<file path="config.mk">
export PLATFORM = sky130hd
export DESIGN_NAME = adc_pair_power_down_control
export DESIGN_NICKNAME = d
export VERILOG_FILES = /design/src/hdl/pwr_ctl_pkg.sv /design/src/hdl/pair_power.sv /design/src/hdl/adc_pair_power_down_control.sv
export VERILOG_INCLUDE_DIRS = /design/src /design/src/hdl
export SDC_FILE = /design/constraint.sdc
export NUM_CORES = 1
export LEC_CHECK = 0
export BUFFER_PORTS_ARGS = -buffer_cell sky130_fd_sc_hd__clkbuf_2
export CAP_MARGIN = 15
export CORE_UTILIZATION = 60
export CTS_CLUSTER_SIZE = 8
export DETAILED_ROUTE_END_ITERATION = 10
export PLACE_DENSITY = 0.82
export SYNTH_ARGS = -nofsm -noshare
export SYNTH_HDL_FRONTEND = slang
export SYNTH_SLANG_ARGS = --single-unit
export TNS_END_PERCENT = 50
</file>
<file path="constraint.sdc">
create_clock -name core_clk -period 2.28 [get_ports core_clk]
set_input_delay 0.228 -clock core_clk [delete_from_list [all_inputs] [get_ports core_clk]]
set_output_delay 0.228 -clock core_clk [all_outputs]
set_load 0.005 [all_outputs]
</file>
<file path="src/hdl/pwr_ctl_regs.svh">
// Timing constants for the converter pair power control
`ifndef PWR_CTL_REGS_SVH
`define PWR_CTL_REGS_SVH
`define CLK_PERIOD_NS 10
`define CONV_TIME_NS 3000
`define CONV_CYCLES ((`CONV_TIME_NS + `CLK_PERIOD_NS - 1) / `CLK_PERIOD_NS)
`define PPD_RECOVERY_NS 1000
`define STANDBY_N_WAKE_NS 2000
`define PAIR_COUNT 3
`endif

</file>
<file path="src/hdl/pwr_ctl_pkg.sv">
// Types shared by the converter pair power control
`default_nettype none
package pwr_ctl_pkg;
	typedef enum logic [1:0] {
		PAIR_ON = 2'b00,
		PAIR_DOWN = 2'b01,
		PAIR_WAKE = 2'b11
	} pair_state_e;
	typedef enum logic [1:0] {
		DEV_IDLE = 2'b00,
		DEV_CONV = 2'b01,
		DEV_STANDBY_N = 2'b11,
		DEV_WAKE = 2'b10
	} dev_state_e;
endpackage
`default_nettype wire

</file>
<file path="src/hdl/pair_power.sv">
// Power state of one converter pair
`default_nettype none
`include "pwr_ctl_regs.svh"
module pair_power
	import pwr_ctl_pkg::*;
#(
	parameter int RECOVERY_CYCLES = 100
) (
	input wire logic core_clk,
	input wire logic rst,
	input wire logic clk_en,
	input wire logic start_level,
	input wire logic conv_end,
	input wire logic triggered,
	output logic powered,
	output logic tracking
);
	initial begin
		if (RECOVERY_CYCLES < 1) begin
			$error("RECOVERY_CYCLES must be at least 1");
		end
	end
	localparam int CW = $clog2(RECOVERY_CYCLES + 1);
	pair_state_e state_r, state_nxt;
	logic [CW-1:0] cnt_r, cnt_nxt;
	always_comb begin
		state_nxt = state_r;
		cnt_nxt = cnt_r;
		unique case (state_r)
			PAIR_ON: begin
				if (conv_end && triggered && !start_level) begin
					state_nxt = PAIR_DOWN;
				end
			end
			PAIR_DOWN: begin
				if (start_level) begin
					state_nxt = PAIR_WAKE;
					cnt_nxt = CW'(RECOVERY_CYCLES);
				end
			end
			PAIR_WAKE: begin
				if (cnt_r <= CW'(1)) begin
					state_nxt = PAIR_ON;
					cnt_nxt = '0;
				end else begin
					cnt_nxt = cnt_r - CW'(1);
				end
			end
			default: begin
				state_nxt = PAIR_ON;
				cnt_nxt = '0;
			end
		endcase
	end
	always_ff @(posedge core_clk) begin
		if (rst) begin
			state_r <= PAIR_ON;
			cnt_r <= '0;
		end else if (clk_en) begin
			state_r <= state_nxt;
			cnt_r <= cnt_nxt;
		end
	end
	assign powered = (state_r == PAIR_ON);
	// Track mode starts as soon as the wake request arrives
	assign tracking = (state_r != PAIR_DOWN);
endmodule // pair_power
`default_nettype wire

</file>
<file path="src/hdl/adc_pair_power_down_control.sv">
// Conversion start, busy and power modes of a three pair converter
//Contract
//- Rising start edge begins simultaneous conversion on that pair.
//- Busy rises at start, falls 3 us later.
//- Start edges ignored while busy is high.
//- Start held low before busy falls powers the pair down.
//- Power-down only for pairs that triggered the finished conversion.
//- Start high wakes the pair and puts it into track mode.
//- Reference buffers stay powered during partial power-down.
//- Other powered pairs convert normally meanwhile.
//- Standby low puts whole device into low-power state.
//- Standby high returns the device to normal operation.
//- Output data buffers keep working in standby.
`default_nettype none
`include "pwr_ctl_regs.svh"
module adc_pair_power_down_control
	import pwr_ctl_pkg::*;
#(
	parameter int CONV_CYCLES = `CONV_CYCLES,
	parameter int RECOVERY_CYCLES = (`PPD_RECOVERY_NS + `CLK_PERIOD_NS - 1) / `CLK_PERIOD_NS,
	parameter int WAKE_CYCLES = (`STANDBY_N_WAKE_NS + `CLK_PERIOD_NS - 1) / `CLK_PERIOD_NS
) (
	input wire logic core_clk,
	input wire logic rst,
	input wire logic clk_en,
	input wire logic pair1_conversion_start,
	input wire logic pair2_conversion_start,
	input wire logic pair3_conversion_start,
	input wire logic standby_n,
	output logic busy,
	output logic [`PAIR_COUNT-1:0] pair_sample,
	output logic [`PAIR_COUNT-1:0] pair_powered,
	output logic [`PAIR_COUNT-1:0] pair_tracking,
	output logic ref_buf_on,
	output logic core_powered,
	output logic data_buf_on
);
	initial begin
		if (CONV_CYCLES < 2 || WAKE_CYCLES < 1) begin
			$error("Conversion or wake-up count too small");
		end
	end
	localparam int CW = $clog2(CONV_CYCLES + WAKE_CYCLES + 1);
	logic [`PAIR_COUNT-1:0] start_pin, s1_r, s2_r, prev_r, rise, trig_r, trig_nxt;
	logic stby1_r, stby2_r, conv_end;
	dev_state_e dev_r, dev_nxt;
	logic [CW-1:0] cnt_r, cnt_nxt;
	logic [`PAIR_COUNT-1:0] sample_nxt, sample_r;
	assign start_pin = {pair3_conversion_start, pair2_conversion_start, pair1_conversion_start};
	// Pins are asynchronous to core_clk
	always_ff @(posedge core_clk) begin
		if (rst) begin
			s1_r <= '0;
			s2_r <= '0;
			prev_r <= '0;
			stby1_r <= 1'b1;
			stby2_r <= 1'b1;
		end else if (clk_en) begin
			s1_r <= start_pin;
			s2_r <= s1_r;
			prev_r <= s2_r;
			stby1_r <= standby_n;
			stby2_r <= stby1_r;
		end
	end
	// Only fully powered pairs may take an edge
	assign rise = s2_r & ~prev_r & pair_powered;
	always_comb begin
		dev_nxt = dev_r;
		cnt_nxt = cnt_r;
		trig_nxt = trig_r;
		sample_nxt = '0;
		conv_end = 1'b0;
		unique case (dev_r)
			DEV_IDLE: begin
				if (!stby2_r) begin
					dev_nxt = DEV_STANDBY_N;
				end else if (|rise) begin
					dev_nxt = DEV_CONV;
					trig_nxt = rise;
					sample_nxt = rise;
					cnt_nxt = CW'(CONV_CYCLES - 1);
				end
			end
			DEV_CONV: begin
				// Edges here are dropped on purpose
				if (cnt_r == '0) begin
					dev_nxt = DEV_IDLE;
					conv_end = 1'b1;
				end else begin
					cnt_nxt = cnt_r - CW'(1);
				end
			end
			DEV_STANDBY_N: begin
				if (stby2_r) begin
					dev_nxt = DEV_WAKE;
					cnt_nxt = CW'(WAKE_CYCLES - 1);
				end
			end
			DEV_WAKE: begin
				if (!stby2_r) begin
					dev_nxt = DEV_STANDBY_N;
				end else if (cnt_r == '0) begin
					dev_nxt = DEV_IDLE;
				end else begin
					cnt_nxt = cnt_r - CW'(1);
				end
			end
			default: begin
				dev_nxt = DEV_IDLE;
				cnt_nxt = '0;
			end
		endcase
	end
	always_ff @(posedge core_clk) begin
		if (rst) begin
			dev_r <= DEV_IDLE;
			cnt_r <= '0;
			trig_r <= '0;
			sample_r <= '0;
		end else if (clk_en) begin
			dev_r <= dev_nxt;
			cnt_r <= cnt_nxt;
			trig_r <= trig_nxt;
			sample_r <= sample_nxt;
		end
	end
	genvar gi;
	generate
		for (gi = 0; gi < `PAIR_COUNT; gi++) begin : g_pair
			pair_power #(
				.RECOVERY_CYCLES(RECOVERY_CYCLES)
			) u_pair (
				.core_clk(core_clk),
				.rst(rst),
				.clk_en(clk_en),
				.start_level(s2_r[gi]),
				.conv_end(conv_end),
				.triggered(trig_r[gi]),
				.powered(pair_powered[gi]),
				.tracking(pair_tracking[gi])
			);
		end
	endgenerate
	assign busy = (dev_r == DEV_CONV);
	assign pair_sample = sample_r;
	// Reference stays up unless the whole device sleeps
	assign ref_buf_on = (dev_r != DEV_STANDBY_N);
	assign core_powered = (dev_r == DEV_IDLE) || (dev_r == DEV_CONV);
	assign data_buf_on = 1'b1;
endmodule // adc_pair_power_down_control
`default_nettype wire

</file>
==> qor.yml, run 1 <==
status: "finished, final reports clean"
power_frac_comb_pct: 13.8
reg2reg_from: "dev_r[1]"
cp-endpoint: "cnt_r[1]"
critPathTopFamily: "simple AND/OR/NAND/NOR gates"
crit_type: "reg2reg"
dr.pass1.iters: 5
ys_seq_elements: 55
drcViolationCount: 0
crit_buf_inv: 2
min_period_over_period_pct: 90.4
htree_levels: 2
grt_max_degree: 29
worst-slew-pin-transition_ns: 0.631
syn_nets: 407
final_nets: 412
maxCapViolCount: 0
crit_top_cell: "inv_1"
finalHoldViolCount: 0
crit_required_ns: 2.50
fin_setup_tns_ns: 0
cts_tree: "yes"
cts_sinks: 55
switching_share_pct: 27.8
r2r_end: "cnt_r[1]"
powerDensity_nw_per_um2: 532
dp_slack_ns: 0.289
synth_edf_count: 0
rsz0062_at_grt: "false"
seq_area_frac_synth_pct: 34.9
timing.reg2reg.setup_slack_ns: 0.22
diodes: 0
gr-total-overflow: 0
syn_area_um2: 3160
synth.distinct_cells: 60
drive_gt1_share_pct: 11.9
fin_worst_skew_ns: 0.0118
fin_area_um2: 3350
met3_usage_pct: 4.34
cp-end-kind: "register"
yosysWarningCount: 0
core_area_um2: 5070
netlist.area_leader.share_pct: 34.9
fin_hold_ws_ns: 0.128
placementRows: 26
ys.flop_type: "dfxtp_1"
min_period_ns: 2.06
ir_drop_v: 0.000351
max_stage_delay_ns: 0.59
numCtsBuffers: 5
power_frac_seq_pct: 56.4
grt_use_met1_pct: 34.0
ios: 20
maxSlewHeadroom_pct: 57.9
slowest_stage: "nor4_1"
busiest_layer: "met2"
grt_first_pass_wirelength_um: 11300
path_cells: "inv_1 > ha_1 > inv_1 > nor4_1 > nor3_1 > a311oi_1"
start_kind: "register"
crit_cells: 6
grtUsageMet2_pct: 43.5
ctsHoldBuffers: 0
vias: 2893
final_cell_mix: "dfxtp_1, nor2_1, nand2_1, a21oi_1, inv_1"
fin_ws_ns: 0.220
synth_area_leaders: "dfxtp_1, a21oi_1, ha_1"
first_iter_violations: 198
worstPathArrival_ns: 2.28
initial_core_util_pct: 62.2
grt_pass1_vias: 2543
hold_path.startpoint: "standby_n"
numPortBuffers: 18
cts_buffer_depth: 2
clockPowerShare_pct: 29.8
drtAntennaViolNets: 0
slew_viol_final: 0
place_area_um2: 3270
gr-usage-all-layers_pct: 26.2
setup_viol: 0
cts_root_buffer: "clkbuf_8"
crit_fanout: 10
place.gp.congestion: 0.876
postSynthAreaPerCell_um2: 8.12
via_per_inst: 6.22
layout_commonest_cell: "dfxtp_1"
hp-class: "in2reg"
syn2layout_area_growth_pct: 6.18
fmax_mhz: 485
power.switching_mw: 0.496
dp_hpwl_um: 4810
ff2ff_path_depth: 6
p_int_mw: 1.29
ctsResizeCount: 0
yosys.area.top_type: "dfxtp_1"
die_y_um: 74.6
clk_pin_slew_ns: 0.10
design.die.area_um2: 5560
insertion_delay_ns: 0.31
worstSetupStartpoint: "dev_r[1]"
synthCells: 389
die_width_um: 74.6
antenna_found_initial: 0
post_cts_buffers: 0
wl_um: 6970
async_flop_share_pct: 0
p_leak_nw: 1.24
routedWlPerCell_um: 15.0
[metrics by stage]
stage               cells  util [%]  total power [mW]
floorplan             389         -              1.20
global placement      457      64.4              1.26
detailed placement    457      64.4              1.27
CTS                   465      66.1              1.80
global route          465      66.1              1.87
finish                465      66.1              1.78
[sequential cells by signal, summed over array words and instances, names as in the netlist, 3 cells and up]
name	flops
cnt_r	9
g_pair.u_pair.cnt_r	21
g_pair.u_pair.state_r	6
pair_sample	3
prev_r	3
s1_r	3
s2_r	3
trig_r	3
[cell usage after synthesis (3+ instances only)]
library cell   n
dfxtp_1       55
nor2_1        33
nand2_1       31
a21oi_1       30
inv_1         24
o21ai_0       18
nor3_1        16
clkbuf_1      14
a31oi_1       13
mux2i_1       12
ha_1          11
nand3_1       11
nand4_1       11
buf_4          7
nor4_1         6
o211ai_1       5
or4b_1         5
a211oi_1       4
a21boi_0       4
a21o_1         4
a311oi_1       4
buf_1          4
nand4b_1       4
nor4b_2        4
o31ai_1        4
buf_2          3
nand2b_1       3
nor2b_1        3
o2bb2ai_1      3
or4_1          3
xor2_1         3
[power groups by stage]
stage	clock [mW]	sequential, mW	combinational, mW
3_3_place_gp	0	1.03	0.238
4_1_cts	0.550	1.00	0.244
3_5_place_dp	0	1.03	0.243
5_1_grt	0.588	1.01	0.272
2_1_floorplan	0	1.02	0.178
6_report	0.531	1.01	0.247
[cell type report]
type | instances | area, um^2
clock buffer | 5 | 68.8
clock inverter | 3 | 15.0
fill | 460 | 1720
inverter | 24 | 90.1
multi-input combinational | 281 | 1820
sequential | 55 | 1100
tap | 70 | 87.6
timing repair buffer | 27 | 170
[worst register-to-register path, stage by stage, from the launching register on]
cell,delay [ns]
dfxtp_1,0.34
inv_1,0.10
ha_1,0.34
inv_1,0.14
nor4_1,0.59
nor3_1,0.18
a311oi_1,0.28
[worst min path at each step]
stage | to | slack, ns | depth (start not counted)
finish | stby1_r | 0.13 | 3
global route | stby1_r | 0.15 | 3
CTS | stby1_r | 0.12 | 3
detailed placement | stby1_r | 0.45 | 3
global placement | stby1_r | 0.44 | 3
floorplan | stby1_r | 0.36 | 2
[cells by family (layout without fill, tap and decap cells)]
family          count (synthesis)  count (layout)  synth area share (%)
compound gates                109             109                  22.7
xor+xnor                        3               3                 0.832
fa+ha+maj                      11              11                  4.36
buf+inv                        53              59                  7.49
flops                          55              55                  34.9
mux                            13              13                  4.16
other cells                     1               1                 0.119
simple gates                  144             144                  25.4
[routing by layer]
layer | wire length [um] | vias to the layer above
met5 | 0 | -
met4 | 104 | 0
met3 | 377 | 10
met2 | 3300 | 103
met1 | 3190 | 1338
li1 | - | 1442
Power figures use the tool's default switching activity.
==> run 2, diff against run 1 <==
--- a/config.mk
+++ b/config.mk
@@ -8,10 +8,10 @@
 export LEC_CHECK = 0
 export BUFFER_PORTS_ARGS = -buffer_cell sky130_fd_sc_hd__clkbuf_2
 export CAP_MARGIN = 15
-export CORE_UTILIZATION = 60
+export CORE_UTILIZATION = 54
 export CTS_CLUSTER_SIZE = 8
 export DETAILED_ROUTE_END_ITERATION = 10
-export PLACE_DENSITY = 0.82
+export PLACE_DENSITY = 0.75
 export SYNTH_ARGS = -nofsm -noshare
 export SYNTH_HDL_FRONTEND = slang
 export SYNTH_SLANG_ARGS = --single-unit
==> constraint.sdc (replaced) <==
create_clock -name core_clk -period 2.5 [get_ports core_clk]
set_input_delay 0.25 -clock core_clk [delete_from_list [all_inputs] [get_ports core_clk]]
set_output_delay 0.25 -clock core_clk [all_outputs]
set_load 0.005 [all_outputs]
==> qor.yml, run 2 (synthesized netlist as in run 1, its figures left out) <==
status: "finished, final reports clean"
antenna_found_initial: 0  # unchanged
drtAntennaViolNets: 0  # unchanged
ctsResizeCount: 0  # unchanged
grt_pass1_vias: 2462  # -3.2%
grt_first_pass_wirelength_um: 11100  # -0.98%
design.die.area_um2: 6160  # +11%
final_nets: 409  # -0.73%
ios: 20  # unchanged
crit_type: "reg2reg"
die_y_um: 78.5  # +5.3%
finalHoldViolCount: 0  # unchanged
grt_max_degree: 26  # -10%
largest_reg_flops: 21  # unchanged
p_leak_nw: 1.21  # -2.3%
fin_ws_ns: 0.482  # +0.262 ns
timing.reg2reg.setup_slack_ns: 0.48  # +0.26 ns
cts_sinks: 55  # unchanged
syn2layout_area_growth_pct: 5.43
finalPower_mw: 1.65  # -7.4%
critPathTopFamily: "simple AND/OR/NAND/NOR gates"
diodes: 0  # unchanged
rsz0062_at_grt: "false"
wl_um: 6840  # -1.9%
setup_viol: 0  # unchanged
min_period_ns: 2.02  # -0.0420 ns
dp_hpwl_um: 4730  # -1.6%
ctsHoldBuffers: 0  # unchanged
top_regs: "g_pair.u_pair.cnt_r: 21 flops, cnt_r: 9 flops, g_pair.u_pair.state_r: 6 flops"
crit_top_cell: "inv_1"
cp-end-kind: "register"
maxCapViolCount: 0  # unchanged
via_per_inst: 6.11  # -1.9%
fin_worst_skew_ns: 0.0112  # -0.000611 ns
cts_root_buffer: "clkbuf_8"
fmax_mhz: 496  # +2.1%
worst-slew-pin-transition_ns: 0.616  # -0.0149 ns
drcViolationCount: 0  # unchanged
gr-total-overflow: 0  # unchanged
path_cells: "inv_1 > ha_1 > inv_1 > nor4_1 > nor3_1 > a311oi_1"
dr.pass1.iters: 5  # unchanged
vias: 2833  # -2.1%
die_width_um: 78.5  # +5.3%
drive_gt1_share_pct: 11.2  # -0.67 points
worstPathArrival_ns: 2.25  # -0.03 ns
ir_drop_v: 0.000273  # -22%
max_stage_delay_ns: 0.58  # about the same
insertion_delay_ns: 0.31  # about the same
min_period_over_period_pct: 80.7  # -9.6 points
place.gp.congestion: 0.822  # -6.2%
crit_buf_inv: 2  # unchanged
core_area_um2: 5570  # +9.8%
htree_levels: 2  # unchanged
hp-class: "in2reg"
start_kind: "register"
largest-register: "g_pair.u_pair.cnt_r"
numCtsBuffers: 5  # unchanged
initial_core_util_pct: 56.7  # -5.6 points
crit_required_ns: 2.73  # +0.23 ns
dpl.cell_count: 456  # -0.22%
gr-usage-all-layers_pct: 22.3  # -3.9 points
placementRows: 27  # +3.8%
routedWlPerCell_um: 14.7  # -1.7%
first_iter_violations: 196  # -1.0%
post_cts_buffers: 0  # unchanged
dp_slack_ns: 0.541  # +0.252 ns
powerDensity_nw_per_um2: 496  # -6.8%
layout_commonest_cell: "dfxtp_1"
fin_setup_tns_ns: 0  # unchanged
slew_viol_final: 0  # unchanged
final_cells: 464  # -0.22%
cts_tree: "yes"
slowest_stage: "nor4_1"
numPortBuffers: 18  # unchanged
maxSlewHeadroom_pct: 58.8  # +0.89 points
final_cell_mix: "dfxtp_1, nor2_1, nand2_1, a21oi_1, inv_1"
cts_buffer_depth: 2  # unchanged
crit_fanout: 10  # unchanged
clk_pin_slew_ns: 0.11  # about the same
-- run 2: path summary, 6_finish.rpt --
path,from,endpoint,depth (start not counted)
max,dev_r[1],cnt_r[0],6
min,standby_n,stby1_r,3
max reg2reg,dev_r[1],cnt_r[0],6
min reg2reg,pair_sample[0],pair_sample[0],2
-- run 2: tightest hold or removal path: cells and delay by family --
kind,cells,cell delay (ns)
and+or+nand+nor,1,0.06
buffers and inverters,1,0.08
muxes,1,0.05
-- run 2: metrics by stage --
step	hold slack (ns)	util [%]	area, um^2
CTS	0.144	59.7	3330
finish	0.145	59.7	3330
global placement	0.453	58.1	3240
floorplan	0.378	-	3160
global route	0.144	59.7	3330
detailed placement	0.456	58.1	3240
-- run 2: area by class of cell --
type                       count  area (um^2)
clock buffer                   5         68.8
tap                           72         90.1
clock inverter                 3         23.8
sequential                    55         1100
fill                         525         2240
multi-input combinational    281         1820
timing repair buffer          24          135
inverter                      24         90.1
-- run 2: layer usage --
layer  vias to the layer above  global-route usage [%]  part of all wire [%]
met4                         0                    7.96                  0.83
li1                       1428                       -                     -
met3                         5                    3.14                   3.9
met5                         -                       0                     0
met2                        71                    36.3                    48
met1                      1329                    30.0                    47
-- run 2: power breakdown --
part / total, mW / internal, mW / leakage, nW / switching (mW)
registers: 0.917 / 0.896 / 0.445 / 0.0219
clock network: 0.514 / 0.201 / 0.0408 / 0.312
logic: 0.220 / 0.0839 / 0.724 / 0.136
total: 1.65 / 1.18 / 1.21 / 0.470
